`src/rtl/pstp_pkg.sv`:
```
// Package for the patch stage thread payload builder: register map, field
// layout, payload and stream structs, dispatch states.
// Assumes one 40 MHz clock and an AXI4-Lite master with 32-bit data.
// Overview of operation
// - Mask select 0 dispatch mask, 1 vector
// - Handle register sent only when handles included
// - Five-bit URB start register, ignored when disabled
// - Six-bit vertex read length, ignored when disabled
// - Six-bit vertex read offset, applied every vertex
// - Twelve-bit semaphore offset, region 32 dwords
// - Gather vertices into whole patches, then dispatch
// - Dword 6: dereference flag, 24-bit thread id
// - Dword 5 upper bits: scratch space pointer
// - Dword 5 low bits: thread tag 0-127
// - Dword 4: binding table pointer, 32-byte aligned
// - Dword 3: sampler state pointer, 32-byte granular
// - Dword 3 low nibble: scratch size, informational
// - Dword 2 top byte: semaphore dword index
// - Dword 2: instance number within patch
// - Dword 2: barrier index for gateway
// - Dword 2 low bits: semaphore handle
// - Dword 1: full primitive identifier
// - Dword 0: patch record handle, upper reserved
package pstp_pkg;

    // ----------------------------------------------------------------
    // Register map
    // ----------------------------------------------------------------
    localparam int ADDR_W = 8;
    localparam logic [ADDR_W-1:0] REG_CTRL = 8'h00;
    localparam logic [ADDR_W-1:0] REG_SEMA = 8'h04;
    localparam logic [ADDR_W-1:0] REG_SCRATCH = 8'h08;
    localparam logic [ADDR_W-1:0] REG_BIND = 8'h0c;
    localparam logic [ADDR_W-1:0] REG_SAMPLER = 8'h10;
    localparam logic [ADDR_W-1:0] REG_TOPO = 8'h14;
    localparam logic [ADDR_W-1:0] REG_STATUS = 8'h18;
    localparam logic [31:0] REG_RESET = 32'h0000_0000;
    localparam logic [31:0] CTRL_WMASK = 32'h85f9_fbf0;
    localparam logic [31:0] SEMA_WMASK = 32'h0000_0fff;
    localparam logic [31:0] SCRATCH_WMASK = 32'hffff_fc0f;
    localparam logic [31:0] PTR_WMASK = 32'hffff_ffe0;
    localparam logic [31:0] TOPO_WMASK = 32'h0000_0f1f;
    localparam logic [1:0] RESP_OKAY = 2'b00;
    localparam logic [1:0] RESP_SLVERR = 2'b10;

    // ----------------------------------------------------------------
    // Field positions
    // ----------------------------------------------------------------
    localparam int CTRL_EN_BIT = 31;
    localparam int CTRL_VECTOR_CHANNEL_MASK_BIT = 26;
    localparam int CTRL_INCL_BIT = 24;
    localparam int URB_START_LSB = 19;
    localparam int URB_START_W = 5;
    localparam int READ_LEN_LSB = 11;
    localparam int READ_OFF_LSB = 4;
    localparam int READ_W = 6;
    localparam int SEMA_W = 12;
    localparam int SCR_PTR_LSB = 10;
    localparam int SCR_SIZE_W = 4;
    localparam int TBL_PTR_LSB = 5;
    localparam int TOPO_VCNT_LSB = 0;
    localparam int TOPO_VCNT_W = 5;
    localparam int TOPO_INST_LSB = 8;
    localparam int TOPO_INST_W = 4;
    localparam int STAT_BUSY_BIT = 31;
    localparam int STAT_CNT_W = 16;

    // ----------------------------------------------------------------
    // Payload header layout
    // ----------------------------------------------------------------
    localparam int HDR_DWORDS = 8;
    localparam int ICP_SLOTS = 8;
    localparam int DW_RECORD = 0;
    localparam int DW_PRIM = 1;
    localparam int DW_SEMA = 2;
    localparam int DW_SAMPLER = 3;
    localparam int DW_BIND = 4;
    localparam int DW_SCRATCH = 5;
    localparam int DW_THREAD = 6;
    localparam int DEREF_BIT = 31;
    localparam int TID_W = 24;
    localparam int TAG_W = 7;
    localparam logic [TAG_W-1:0] TAG_MAX = 7'h7f;
    localparam int SEMA_IDX_LSB = 24;
    localparam int SEMA_IDX_W = 8;
    localparam int SEMA_REGION_DW_W = 5;
    localparam int INST_LSB = 16;
    localparam int INST_W = 7;
    localparam int BARRIER_LSB = 12;
    localparam int BARRIER_W = 4;
    localparam int VCNT_W = 6;
    localparam logic [15:0] DISPATCH_MASK_ALL = 16'hffff;

    // ----------------------------------------------------------------
    // Carriers
    // ----------------------------------------------------------------
    typedef struct packed {
        logic [15:0] handle_id;
        logic [15:0] handle;
    } pstp_icp_s;

    typedef struct packed {
        logic [31:0] prim_id;
        logic [15:0] record_handle;
        pstp_icp_s input_control_point;
    } pstp_vertex_s;

    typedef struct packed {
        logic [31:0] prim_id;
        logic [15:0] record_handle;
        pstp_icp_s [ICP_SLOTS-1:0] input_control_point;
    } pstp_patch_s;

    typedef struct packed {
        logic [HDR_DWORDS-1:0][31:0] header;
        pstp_icp_s [ICP_SLOTS-1:0] handles;
        logic handles_valid;
        logic [15:0] chan_mask;
        logic [URB_START_W-1:0] urb_start;
        logic [READ_W-1:0] read_len;
        logic [READ_W-1:0] read_off;
    } pstp_payload_s;

    typedef enum logic [2:0] {
        ST_IDLE = 3'b001,
        ST_SEND = 3'b010,
        ST_DONE = 3'b100
    } pstp_state_e;

endpackage

```
`src/rtl/pstp_patch_gather.sv`:
```
// Patch gatherer: collects a stream of patch-list vertices into one patch.
// Assumes the vertex count is stable while a patch is being gathered.
`timescale 1ns/1ps
module pstp_patch_gather
    import pstp_pkg::*;
(
    input wire logic mclk_i,
    input wire logic resetn_i,
    input wire logic enable_i,
    input wire logic [VCNT_W-1:0] vcount_i,
    input wire logic vtx_valid_i,
    input wire pstp_vertex_s vtx_i,
    output logic vtx_ready_o,
    output logic patch_valid_o,
    output pstp_patch_s patch_o,
    input wire logic patch_take_i
);

    logic [VCNT_W-1:0] seen_reg;
    logic full_reg;
    logic take_vtx;

    // Disabled stage swallows vertices so the stream never stalls
    assign vtx_ready_o = !full_reg || !enable_i;
    assign take_vtx = vtx_valid_i && vtx_ready_o && enable_i;
    assign patch_valid_o = full_reg;

    always_ff @(posedge mclk_i)
    begin
        if (!resetn_i)
        begin
            seen_reg <= '0;
            full_reg <= 1'b0;
        end
        else if (patch_take_i)
        begin
            full_reg <= 1'b0;
        end
        else if (take_vtx)
        begin
            if (seen_reg + 1'b1 >= vcount_i)
            begin
                seen_reg <= '0;
                full_reg <= 1'b1;
            end
            else
            begin
                seen_reg <= seen_reg + 1'b1;
            end
        end
    end

    always_ff @(posedge mclk_i)
    begin
        if (!resetn_i)
        begin
            patch_o.prim_id <= '0;
            patch_o.record_handle <= '0;
        end
        else if (take_vtx && seen_reg == '0)
        begin
            patch_o.prim_id <= vtx_i.prim_id;
            patch_o.record_handle <= vtx_i.record_handle;
        end
    end

    // Only the first eight control points fit the single handle register
    for (genvar n = 0; n < ICP_SLOTS; n++)
    begin : g_slot
        always_ff @(posedge mclk_i)
        begin
            if (!resetn_i)
                patch_o.input_control_point[n] <= '0;
            else if (take_vtx && seen_reg == VCNT_W'(n))
                patch_o.input_control_point[n] <= vtx_i.input_control_point;
            else if (take_vtx && seen_reg == '0)
                patch_o.input_control_point[n] <= '0;
        end
    end

endmodule // pstp_patch_gather

```
`src/rtl/pstp_thread_payload.sv`:
```
// Top of the patch stage: AXI4-Lite state registers, patch gathering and
// per-instance thread payload dispatch.
// Assumes software idles the pipeline before it rewrites state.
//
// The register addresses and the AXI4-Lite register port were left to the implementer.
`timescale 1ns/1ps
module pstp_thread_payload
    import pstp_pkg::*;
(
    input wire logic mclk_i,
    input wire logic resetn_i,
    input wire logic [ADDR_W-1:0] s_axi_awaddr,
    input wire logic s_axi_awvalid,
    output logic s_axi_awready,
    input wire logic [31:0] s_axi_wdata,
    input wire logic [3:0] s_axi_wstrb,
    input wire logic s_axi_wvalid,
    output logic s_axi_wready,
    output logic [1:0] s_axi_bresp,
    output logic s_axi_bvalid,
    input wire logic s_axi_bready,
    input wire logic [ADDR_W-1:0] s_axi_araddr,
    input wire logic s_axi_arvalid,
    output logic s_axi_arready,
    output logic [31:0] s_axi_rdata,
    output logic [1:0] s_axi_rresp,
    output logic s_axi_rvalid,
    input wire logic s_axi_rready,
    input wire logic vtx_valid_i,
    input wire pstp_vertex_s vtx_i,
    output logic vtx_ready_o,
    input wire logic [15:0] vector_channel_mask_i,
    output logic thread_valid_o,
    input wire logic thread_ready_i,
    output pstp_payload_s thread_o
);

    // ----------------------------------------------------------------
    // Register bus
    // ----------------------------------------------------------------
    logic [31:0] ctrl_reg;
    logic [31:0] sema_reg;
    logic [31:0] scratch_reg;
    logic [31:0] bind_reg;
    logic [31:0] sampler_reg;
    logic [31:0] topo_reg;
    logic [STAT_CNT_W-1:0] patch_cnt_reg;
    logic aw_held_reg;
    logic w_held_reg;
    logic [ADDR_W-1:0] awaddr_reg;
    logic [31:0] wdata_reg;
    logic [3:0] wstrb_reg;
    logic do_write;
    logic [31:0] strb_mask;
    logic [31:0] rd_word;
    logic rd_hit;

    assign s_axi_awready = !aw_held_reg && !s_axi_bvalid;
    assign s_axi_wready = !w_held_reg && !s_axi_bvalid;
    assign s_axi_arready = !s_axi_rvalid;
    assign do_write = aw_held_reg && w_held_reg && !s_axi_bvalid;

    for (genvar b = 0; b < 4; b++)
    begin : g_strb
        assign strb_mask[b*8 +: 8] = {8{wstrb_reg[b]}};
    end

    always_ff @(posedge mclk_i)
    begin
        if (!resetn_i)
        begin
            aw_held_reg <= 1'b0;
            awaddr_reg <= '0;
        end
        else if (s_axi_awvalid && s_axi_awready)
        begin
            aw_held_reg <= 1'b1;
            awaddr_reg <= s_axi_awaddr;
        end
        else if (do_write)
        begin
            aw_held_reg <= 1'b0;
        end
    end

    always_ff @(posedge mclk_i)
    begin
        if (!resetn_i)
        begin
            w_held_reg <= 1'b0;
            wdata_reg <= '0;
            wstrb_reg <= '0;
        end
        else if (s_axi_wvalid && s_axi_wready)
        begin
            w_held_reg <= 1'b1;
            wdata_reg <= s_axi_wdata;
            wstrb_reg <= s_axi_wstrb;
        end
        else if (do_write)
        begin
            w_held_reg <= 1'b0;
        end
    end

    function automatic logic [31:0] merge(input logic [31:0] old, input logic [31:0] wmask);
        logic [31:0] m;
        m = strb_mask & wmask;
        return (old & ~m) | (wdata_reg & m);
    endfunction

    always_ff @(posedge mclk_i)
    begin
        if (!resetn_i)
        begin
            ctrl_reg <= REG_RESET;
            sema_reg <= REG_RESET;
            scratch_reg <= REG_RESET;
            bind_reg <= REG_RESET;
            sampler_reg <= REG_RESET;
            topo_reg <= REG_RESET;
        end
        else if (do_write)
        begin
            case (awaddr_reg)
                REG_CTRL: ctrl_reg <= merge(ctrl_reg, CTRL_WMASK);
                REG_SEMA: sema_reg <= merge(sema_reg, SEMA_WMASK);
                REG_SCRATCH: scratch_reg <= merge(scratch_reg, SCRATCH_WMASK);
                REG_BIND: bind_reg <= merge(bind_reg, PTR_WMASK);
                REG_SAMPLER: sampler_reg <= merge(sampler_reg, PTR_WMASK);
                REG_TOPO: topo_reg <= merge(topo_reg, TOPO_WMASK);
                default: ;
            endcase
        end
    end

    always_ff @(posedge mclk_i)
    begin
        if (!resetn_i)
        begin
            s_axi_bvalid <= 1'b0;
            s_axi_bresp <= RESP_OKAY;
        end
        else if (do_write)
        begin
            s_axi_bvalid <= 1'b1;
            s_axi_bresp <= (awaddr_reg == REG_CTRL || awaddr_reg == REG_SEMA ||
                            awaddr_reg == REG_SCRATCH || awaddr_reg == REG_BIND ||
                            awaddr_reg == REG_SAMPLER || awaddr_reg == REG_TOPO ||
                            awaddr_reg == REG_STATUS) ? RESP_OKAY : RESP_SLVERR;
        end
        else if (s_axi_bready)
        begin
            s_axi_bvalid <= 1'b0;
        end
    end

    pstp_state_e state_reg;

    always_comb
    begin
        rd_hit = 1'b1;
        rd_word = '0;
        case (s_axi_araddr)
            REG_CTRL: rd_word = ctrl_reg;
            REG_SEMA: rd_word = sema_reg;
            REG_SCRATCH: rd_word = scratch_reg;
            REG_BIND: rd_word = bind_reg;
            REG_SAMPLER: rd_word = sampler_reg;
            REG_TOPO: rd_word = topo_reg;
            REG_STATUS:
            begin
                rd_word[STAT_CNT_W-1:0] = patch_cnt_reg;
                rd_word[STAT_BUSY_BIT] = (state_reg != ST_IDLE);
            end
            default: rd_hit = 1'b0;
        endcase
    end

    always_ff @(posedge mclk_i)
    begin
        if (!resetn_i)
        begin
            s_axi_rvalid <= 1'b0;
            s_axi_rdata <= '0;
            s_axi_rresp <= RESP_OKAY;
        end
        else if (s_axi_arvalid && s_axi_arready)
        begin
            s_axi_rvalid <= 1'b1;
            s_axi_rdata <= rd_word;
            s_axi_rresp <= rd_hit ? RESP_OKAY : RESP_SLVERR;
        end
        else if (s_axi_rready)
        begin
            s_axi_rvalid <= 1'b0;
        end
    end

    // ----------------------------------------------------------------
    // Patch gathering
    // ----------------------------------------------------------------
    logic stage_en;
    logic patch_valid;
    logic patch_take;
    pstp_patch_s patch;
    logic [VCNT_W-1:0] vcount;
    logic [INST_W-1:0] inst_last;

    assign stage_en = ctrl_reg[CTRL_EN_BIT];
    assign vcount = VCNT_W'(topo_reg[TOPO_VCNT_LSB +: TOPO_VCNT_W]) + 1'b1;
    assign inst_last = INST_W'(topo_reg[TOPO_INST_LSB +: TOPO_INST_W]);
    assign patch_take = (state_reg == ST_DONE);

    pstp_patch_gather u_gather (
        .mclk_i(mclk_i),
        .resetn_i(resetn_i),
        .enable_i(stage_en),
        .vcount_i(vcount),
        .vtx_valid_i(vtx_valid_i),
        .vtx_i(vtx_i),
        .vtx_ready_o(vtx_ready_o),
        .patch_valid_o(patch_valid),
        .patch_o(patch),
        .patch_take_i(patch_take)
    );

    // ----------------------------------------------------------------
    // Thread dispatch
    // ----------------------------------------------------------------
    logic [INST_W-1:0] inst_reg;
    logic [TID_W-1:0] tid_reg;
    logic [TAG_W-1:0] tag_reg;
    logic start;
    logic sent;
    logic build;
    logic [INST_W-1:0] build_inst;

    assign start = (state_reg == ST_IDLE) && patch_valid && stage_en;
    assign sent = (state_reg == ST_SEND) && thread_ready_i;
    assign build = start || (sent && inst_reg != inst_last);
    assign build_inst = start ? '0 : inst_reg + 1'b1;
    assign thread_valid_o = (state_reg == ST_SEND);

    always_ff @(posedge mclk_i)
    begin
        if (!resetn_i)
            state_reg <= ST_IDLE;
        else
        begin
            unique case (state_reg)
                ST_IDLE: if (start) state_reg <= ST_SEND;
                ST_SEND: if (sent && inst_reg == inst_last) state_reg <= ST_DONE;
                ST_DONE: state_reg <= ST_IDLE;
            endcase
        end
    end

    always_ff @(posedge mclk_i)
    begin
        if (!resetn_i)
            inst_reg <= '0;
        else if (build)
            inst_reg <= build_inst;
    end

    // Tags and ids advance per thread; a tag is reused after 128 threads
    always_ff @(posedge mclk_i)
    begin
        if (!resetn_i)
        begin
            tid_reg <= '0;
            tag_reg <= '0;
        end
        else if (build)
        begin
            tid_reg <= tid_reg + 1'b1;
            tag_reg <= (tag_reg == TAG_MAX) ? '0 : tag_reg + 1'b1;
        end
    end

    always_ff @(posedge mclk_i)
    begin
        if (!resetn_i)
            patch_cnt_reg <= '0;
        else if (patch_take)
            patch_cnt_reg <= patch_cnt_reg + 1'b1;
    end

    always_ff @(posedge mclk_i)
    begin
        if (!resetn_i)
            thread_o <= '0;
        else if (build)
        begin
            thread_o.header <= '0;
            thread_o.header[DW_RECORD][15:0] <= patch.record_handle;
            thread_o.header[DW_PRIM] <= patch.prim_id;
            thread_o.header[DW_SEMA][SEMA_IDX_LSB +: SEMA_IDX_W] <=
                SEMA_IDX_W'(patch_cnt_reg[SEMA_REGION_DW_W-1:0]);
            thread_o.header[DW_SEMA][INST_LSB +: INST_W] <= build_inst;
            thread_o.header[DW_SEMA][BARRIER_LSB +: BARRIER_W] <=
                patch_cnt_reg[BARRIER_W-1:0];
            thread_o.header[DW_SEMA][SEMA_W-1:0] <= sema_reg[SEMA_W-1:0];
            thread_o.header[DW_SAMPLER][31:TBL_PTR_LSB] <=
                sampler_reg[31:TBL_PTR_LSB];
            thread_o.header[DW_SAMPLER][SCR_SIZE_W-1:0] <=
                scratch_reg[SCR_SIZE_W-1:0];
            thread_o.header[DW_BIND][31:TBL_PTR_LSB] <= bind_reg[31:TBL_PTR_LSB];
            thread_o.header[DW_SCRATCH][31:SCR_PTR_LSB] <=
                scratch_reg[31:SCR_PTR_LSB];
            thread_o.header[DW_SCRATCH][TAG_W-1:0] <= tag_reg;
            thread_o.header[DW_THREAD][DEREF_BIT] <= ctrl_reg[CTRL_INCL_BIT];
            thread_o.header[DW_THREAD][TID_W-1:0] <= tid_reg;
            thread_o.handles_valid <= ctrl_reg[CTRL_INCL_BIT];
            thread_o.handles <= ctrl_reg[CTRL_INCL_BIT] ? patch.input_control_point : '0;
            // Vector mask for SIMD-style kernels, full dispatch mask otherwise
            thread_o.chan_mask <= ctrl_reg[CTRL_VECTOR_CHANNEL_MASK_BIT] ?
                vector_channel_mask_i : DISPATCH_MASK_ALL;
            thread_o.urb_start <= ctrl_reg[URB_START_LSB +: URB_START_W];
            thread_o.read_len <= ctrl_reg[READ_LEN_LSB +: READ_W];
            thread_o.read_off <= ctrl_reg[READ_OFF_LSB +: READ_W];
        end
    end

endmodule // pstp_thread_payload

```
`config.mk`:
```
export PLATFORM = sky130hd
export DESIGN_NAME = pstp_thread_payload
export DESIGN_NICKNAME = d
export VERILOG_FILES = /design/src/rtl/pstp_pkg.sv /design/src/rtl/pstp_patch_gather.sv /design/src/rtl/pstp_thread_payload.sv
export SDC_FILE = /design/constraint.sdc
export NUM_CORES = 2
export LEC_CHECK = 0
export BUFFER_PORTS_ARGS = -buffer_cell sky130_fd_sc_hd__buf_2
export CAP_MARGIN = 20
export CELL_PAD_IN_SITES_DETAIL_PLACEMENT = 0
export CELL_PAD_IN_SITES_GLOBAL_PLACEMENT = 1
export CORE_MARGIN = 2
export CORE_UTILIZATION = 41
export DETAILED_ROUTE_END_ITERATION = 12
export PLACE_DENSITY = 0.79
export SYNTH_ARGS = -nofsm -noshare
export SYNTH_HDL_FRONTEND = slang
export SYNTH_SLANG_ARGS = --single-unit
```
`constraint.sdc`:
```
create_clock -name mclk_i -period 3 [get_ports mclk_i]
set_input_delay 0.15 -clock mclk_i [delete_from_list [all_inputs] [get_ports mclk_i]]
set_output_delay 0.15 -clock mclk_i [all_outputs]
set_load 0.05 [all_outputs]
```
* Word level (Yosys, flattened, before mapping)
Index checks and enable logic that the tools add are counted.
** Storage, ports and cells
- Register bits after elaboration :: 1122
- Bits of input ports :: 157
- Output and inout bits :: 589
- Word-level logic and storage cells :: 218
** Operators by class
- Add/subtract/negate cells :: 6
- Magnitude comparators :: 1
- Eq/ne operators :: 28
- Mux-type cells :: 29
- Bitwise gates (word level) :: 24
- Reduce and logical (&&, ||, !) cells :: 61
** Operator list (count)
- $and A32 B32 Y32 :: 9
- $mux W256 :: 1
- $mux W32 :: 8
- $or A32 B32 Y32 :: 6
- $pmux W16 S7 :: 1
- $not A32 Y32 :: 3
- $pmux W15 S6 :: 1
- $and A32 B12 Y32 :: 2
- $not A12 Y32 :: 2
- $eq A8 B5 Y1 const B :: 6
- $eq A8 B4 Y1 const B :: 4
- $add A24 B1 Y24 const B :: 1
- $eq A6 B3 Y1 const B :: 4
- $logic_and A1 B1 Y1 :: 22
- $reduce_bool A2 Y1 :: 11
- $reduce_and A2 Y1 :: 9
- $add A16 B1 Y16 const B :: 1
- $eq A8 B3 Y1 const B :: 2
- $logic_not A8 Y1 :: 2
- $mux W16 :: 1
- $add A7 B1 Y7 const B :: 2
- $mux W7 :: 2
- $eq A6 B2 Y1 const B :: 2
- $pmux W3 S3 :: 1
- other kinds (24) :: 46

* Longest topological paths before layout
- Depth after elaboration :: 8
- Depth in mapped cells :: 10
- Gate-level depth less buffers :: 9

* Hierarchy
A second synthesis with hierarchy kept.
** Second synthesis, totals
- Cells, all modules :: 4658
- Area total of the unflattened synthesis :: 39080.0 µm²
** Modules (own cells, without submodules)
- pstp_thread_payload :: times used 1, cells an instance 3419, area each 27971.8 µm², seq. area each 14533.9 µm²
- pstp_patch_gather :: times used 1, cells an instance 1239, area each 11108.2 µm², seq. area each 6226.0 µm²

* Least setup slack after synthesis
OpenSTA, ideal clock, no wires.
- Path kind :: register to register
- Start point :: register s_axi_rvalid
- End point :: register s_axi_rdata[16]
- Library setup time :: 0.069 ns
- Arrival :: 2.352 ns
- Required time :: 2.931 ns
- Path slack :: 0.579 ns
- Stages on the path, launching flop included :: 8
- Buffers on the path :: 2
- Period minus slack after synthesis :: 2.421 ns
- Cells stage by stage :: dfxtp_1 inv_1 nand2_1 or4_1 clkbuf_1 or2_0 clkbuf_1 o21ai_1
** On the way
- Cells in the longest elaborated chain, start to end :: 2
** RTL lines
- start, declared :: RTL line pstp_thread_payload.sv:27 : output logic s_axi_rvalid,
- start signal, assigned :: RTL line pstp_thread_payload.sv:184 : s_axi_rvalid <= 1'b0;
- start signal, assigned :: RTL line pstp_thread_payload.sv:190 : s_axi_rvalid <= 1'b1;
- start signal, assigned :: RTL line pstp_thread_payload.sv:196 : s_axi_rvalid <= 1'b0;
- $logic_not A1 Y1 :: RTL line pstp_thread_payload.sv:60 : assign s_axi_arready = !s_axi_rvalid;
- via s_axi_arready :: RTL line pstp_thread_payload.sv:24 : output logic s_axi_arready,
- $logic_and A1 B1 Y1 :: RTL line pstp_thread_payload.sv:188 : else if (s_axi_arvalid && s_axi_arready)
- end signal, assigned :: RTL line pstp_thread_payload.sv:191 : s_axi_rdata <= rd_word;
- end, declared :: RTL line pstp_thread_payload.sv:25 : output logic [31:0] s_axi_rdata,
The timed path passes the listed nets, and every way through them passes these cells.
A chain may end at the register's enable or synchronous reset.

* Final worst setup path
- Start point :: register u_gather.seen_reg[0]
- End point :: register u_gather.seen_reg[4]
** On the way
- Cells in the longest elaborated chain, start to end :: 3
** RTL lines
- start, declared :: RTL line pstp_patch_gather.sv:19 : logic [VCNT_W-1:0] seen_reg;
- start signal, assigned :: RTL line pstp_patch_gather.sv:48 : seen_reg <= seen_reg + 1'b1;
- $add A6 B1 Y6 * :: RTL line pstp_patch_gather.sv:41, pstp_patch_gather.sv:48
- $ge A6 B6 Y1 :: RTL line pstp_patch_gather.sv:41 : if (seen_reg + 1'b1 >= vcount_i)
- $mux W6 * :: RTL line pstp_patch_gather.sv:41
Every way passes the cells marked *; elsewhere a longest branch is shown, timed or not.

==> qor.csv <==
stage,metric,value,unit
die,io_pins,746,
clock_tree,cts-root-buf,clkbuf_16,
die,die_w,313,um
logic_synthesis,synth_edf_count,0,
layout,syn2layout_area_growth,24.9,%
logic_synthesis,synth_top_cell_by_area,dfxtp_1,
clock_tree,htree_levels,3,
sta,hold_viol_final,0,
die,die_h,313,um
logic_synthesis,ys_seq_area_share,53.2,%
worst_hold_path,hold_path_depth,3,
power,ir_drop,436,uV
global_route,grt.overflow.total,0,
logic_synthesis,ys_warn_count,0,
sta,rsz0062_at_grt,no,
logic_synthesis,yosys.area.top_type_share,53.2,%
critical_path,crit_type,register to register,
sta,finalCriticalPeriod,2.58,ns
sta,maxSlewViolCount,0,
power,power_density,607,mW/mm^2
sta,finalSetupTns,0,ns
placed_design,dp_hpwl,91600,um
run_status,violations,DRC,
global_route,grt_max_degree,187,
detailed_routing,drt_iter0_drc,3165,
worst_hold_path,min_to,tid_reg[5],
sta,post-route-period-util,86.1,%
logic_synthesis,async_flop_share,0,%
layout,layout.nets,5516,
worst_hold_path,hp-class,input pin to register,
power,p_leak,0.0185,uW
global_route,grt_usage,26.9,%
placed_design,gp_congestion,0.901,
critical_path,reg2reg_slack,0.42,ns
detailed_routing,dr.pass1.iters,11,
clock_tree,cts_buffers,110,
detailed_routing,ant_nets,0,
layout,layout-drive-gt1-share,18.6,%
die,start_util,41.2,%
detailed_routing,top_layer_used,met4,
sta,skew,0.0268,ns
detailed_routing,drt-met1-wl,58200,um
logic_synthesis,synth.area.top_cells,"dfxtp_1 (53%), nand2_1 (11%), a21oi_1 (9.2%)",
detailed_routing,wire_per_inst,20.5,um
critical_path,timing.rr.start,u_gather.seen_reg[0],
logic_synthesis,synth_ff_type,dfxtp_1,
detailed_routing,dr_wl_met3,9190,um
die,dieArea,0.0977,sq mm
global_route,grt_pass1_vias,33170,
detailed_routing,via_per_inst,5.34,
run_status,outcome,"finished, violations left",
die,row_count,113,
critical_path,crit_fanout,7,
sta,relSlewSlack,27.8,%
sta,worst-slew-pin-transition,1.08,ns
sta,setup_violations,0,
layout,final_common_cell,nand2_1,
logic_synthesis,avgSynthCellArea,8.30,sq um
sta,fmax,387,MHz
placed_design,numPortBuffers,675,
global_route,antenna_found_initial,0,
global_route,grt_pass1_wl,205000,um
clock_tree,cts_sinks,1037,
critical_path,cp.arrival,3.22,ns
logic_synthesis,syn_area,0.0390,sq mm
run,cap_violations,0,
detailed_routing,vias,35787,
critical_path,r2r-end,u_gather.seen_reg[4],
detailed_routing,route.met2.wl,65200,um
clock_tree,worst_skew_pair.late_latency,0.70,ns
critical_path,endpoint_kind,register,
worst_hold_path,hp-start,resetn_i,
die,core-area,0.0947,sq mm
layout,fin_cells,6705,
logic_synthesis,ys_seq_elements,1037,
critical_path,worstPathRequired,3.64,ns
clock_tree,clockBufferDepth,3,
logic_synthesis,synth_cell_types,72,
critical_path,rr_worst_depth,7,
critical_path,worstSetupStartpointType,register,
placed_design,place_inst,6327,
detailed_routing,totalWireLength,137000,um
layout,layout_common_cells,"nand2_1 (1104), dfxtp_1 (1035), a21oi_1 (714)",
clock_tree,clkTransAtPathRegs,0.06,ns
logic_synthesis,synthCells,4703,
detailed_routing,route.detailed.drc,2,
clock_tree,cts_tree,yes,
clock_tree,cts-resized-gates,0,
## layout make-up
cell class / instances / area (sq um)
fillers: 9144 / 46000
flip-flops and latches: 1037 / 20800
clock buffers: 163 / 3300
repair buffers: 949 / 6270
multi-input cells: 3225 / 16100
inverters: 21 / 86.3
well taps: 1265 / 1580
diodes: 1 / 2.50
clock inverters: 44 / 614
## worst max-delay path, stage by stage, from the launching register on
cell	delay, ns
dfxtp_1	0.43
inv_1	0.12
ha_1	0.32
ha_1	0.29
a2111oi_0	0.47
o21bai_1	0.17
a21oi_1	0.47
a41o_1	0.25
## layer usage
layer,GRT usage (%),up-vias
met3,3.90,203
met4,10.2,0
met1,35.9,17113
li1,-,17073
met5,0,-
met2,44.0,1398
## synth_stat cells, drive strengths merged (10+ instances only)
cell type / instances
nand2: 1104
dfxtp: 1037
a21oi: 714
nand3: 378
nor2: 327
clkbuf: 252
buf: 237
a22oi: 208
mux2i: 69
o21ai: 47
nor3: 38
xor2: 24
inv: 21
nor3b: 19
or3: 19
and3: 18
ha: 15
xnor2: 13
nor2b: 11
nand4: 10
## timing repair
item	CTS	global route
setup buffers	0	0
hold buffers	170	0
hold endpoints to repair	313	0
## through the flow
step                      instance area, sq um  total power [uW]  utilization [%]  hold slack (ns)  setup slack, ns
after floorplan                          39300             14900                -            0.249            0.579
after global placement                   43100             15200             45.5            0.340            0.462
after detailed placement                 43100             15200             45.5            0.341            0.466
after CTS                                48700             29800             51.4           0.0120            0.431
after global routing                     48700             30400             51.4           0.0804            0.291
final                                    48700             29600             51.4           0.0549            0.418
## cells by family after synthesis
| kind of cell | after synthesis | synth area share [%] |
|---|---|---|
| adder cells (fa/ha/maj) | 15 | 0.481 |
| buffers and inverters | 510 | 6.36 |
| AND/OR/NAND/NOR | 1975 | 21.6 |
| AO/OA/AOI/OAI | 1056 | 15.7 |
| XOR/XNOR | 37 | 0.830 |
| multiplexers | 72 | 1.86 |
| flip-flops | 1037 | 53.2 |
| other | 1 | 0.00961 |
## how the worst max path moves through the flow
| stage | from | to | slack [ns] |
|---|---|---|---|
| 6_report | u_gather.seen_reg[0] | u_gather.seen_reg[4] | 0.42 |
| 4_1_cts | u_gather.seen_reg[0] | u_gather.seen_reg[4] | 0.43 |
| 5_1_grt | u_gather.seen_reg[0] | u_gather.seen_reg[4] | 0.29 |
| 3_5_place_dp | u_gather.seen_reg[0] | u_gather.patch_valid_o | 0.47 |
| 2_1_floorplan | s_axi_rvalid | s_axi_rdata[16] | 0.58 |
| 3_3_place_gp | u_gather.seen_reg[0] | u_gather.patch_valid_o | 0.46 |
## report_power, final
group | internal, uW | leakage, uW | switching [uW]
Clock | 8670 | 0.00193 | 5820
Sequential | 13800 | 0.00836 | 71.6
Combinational | 342 | 0.00820 | 883
Total | 22800 | 0.0185 | 6770
(Power assumes the default switching activity.)
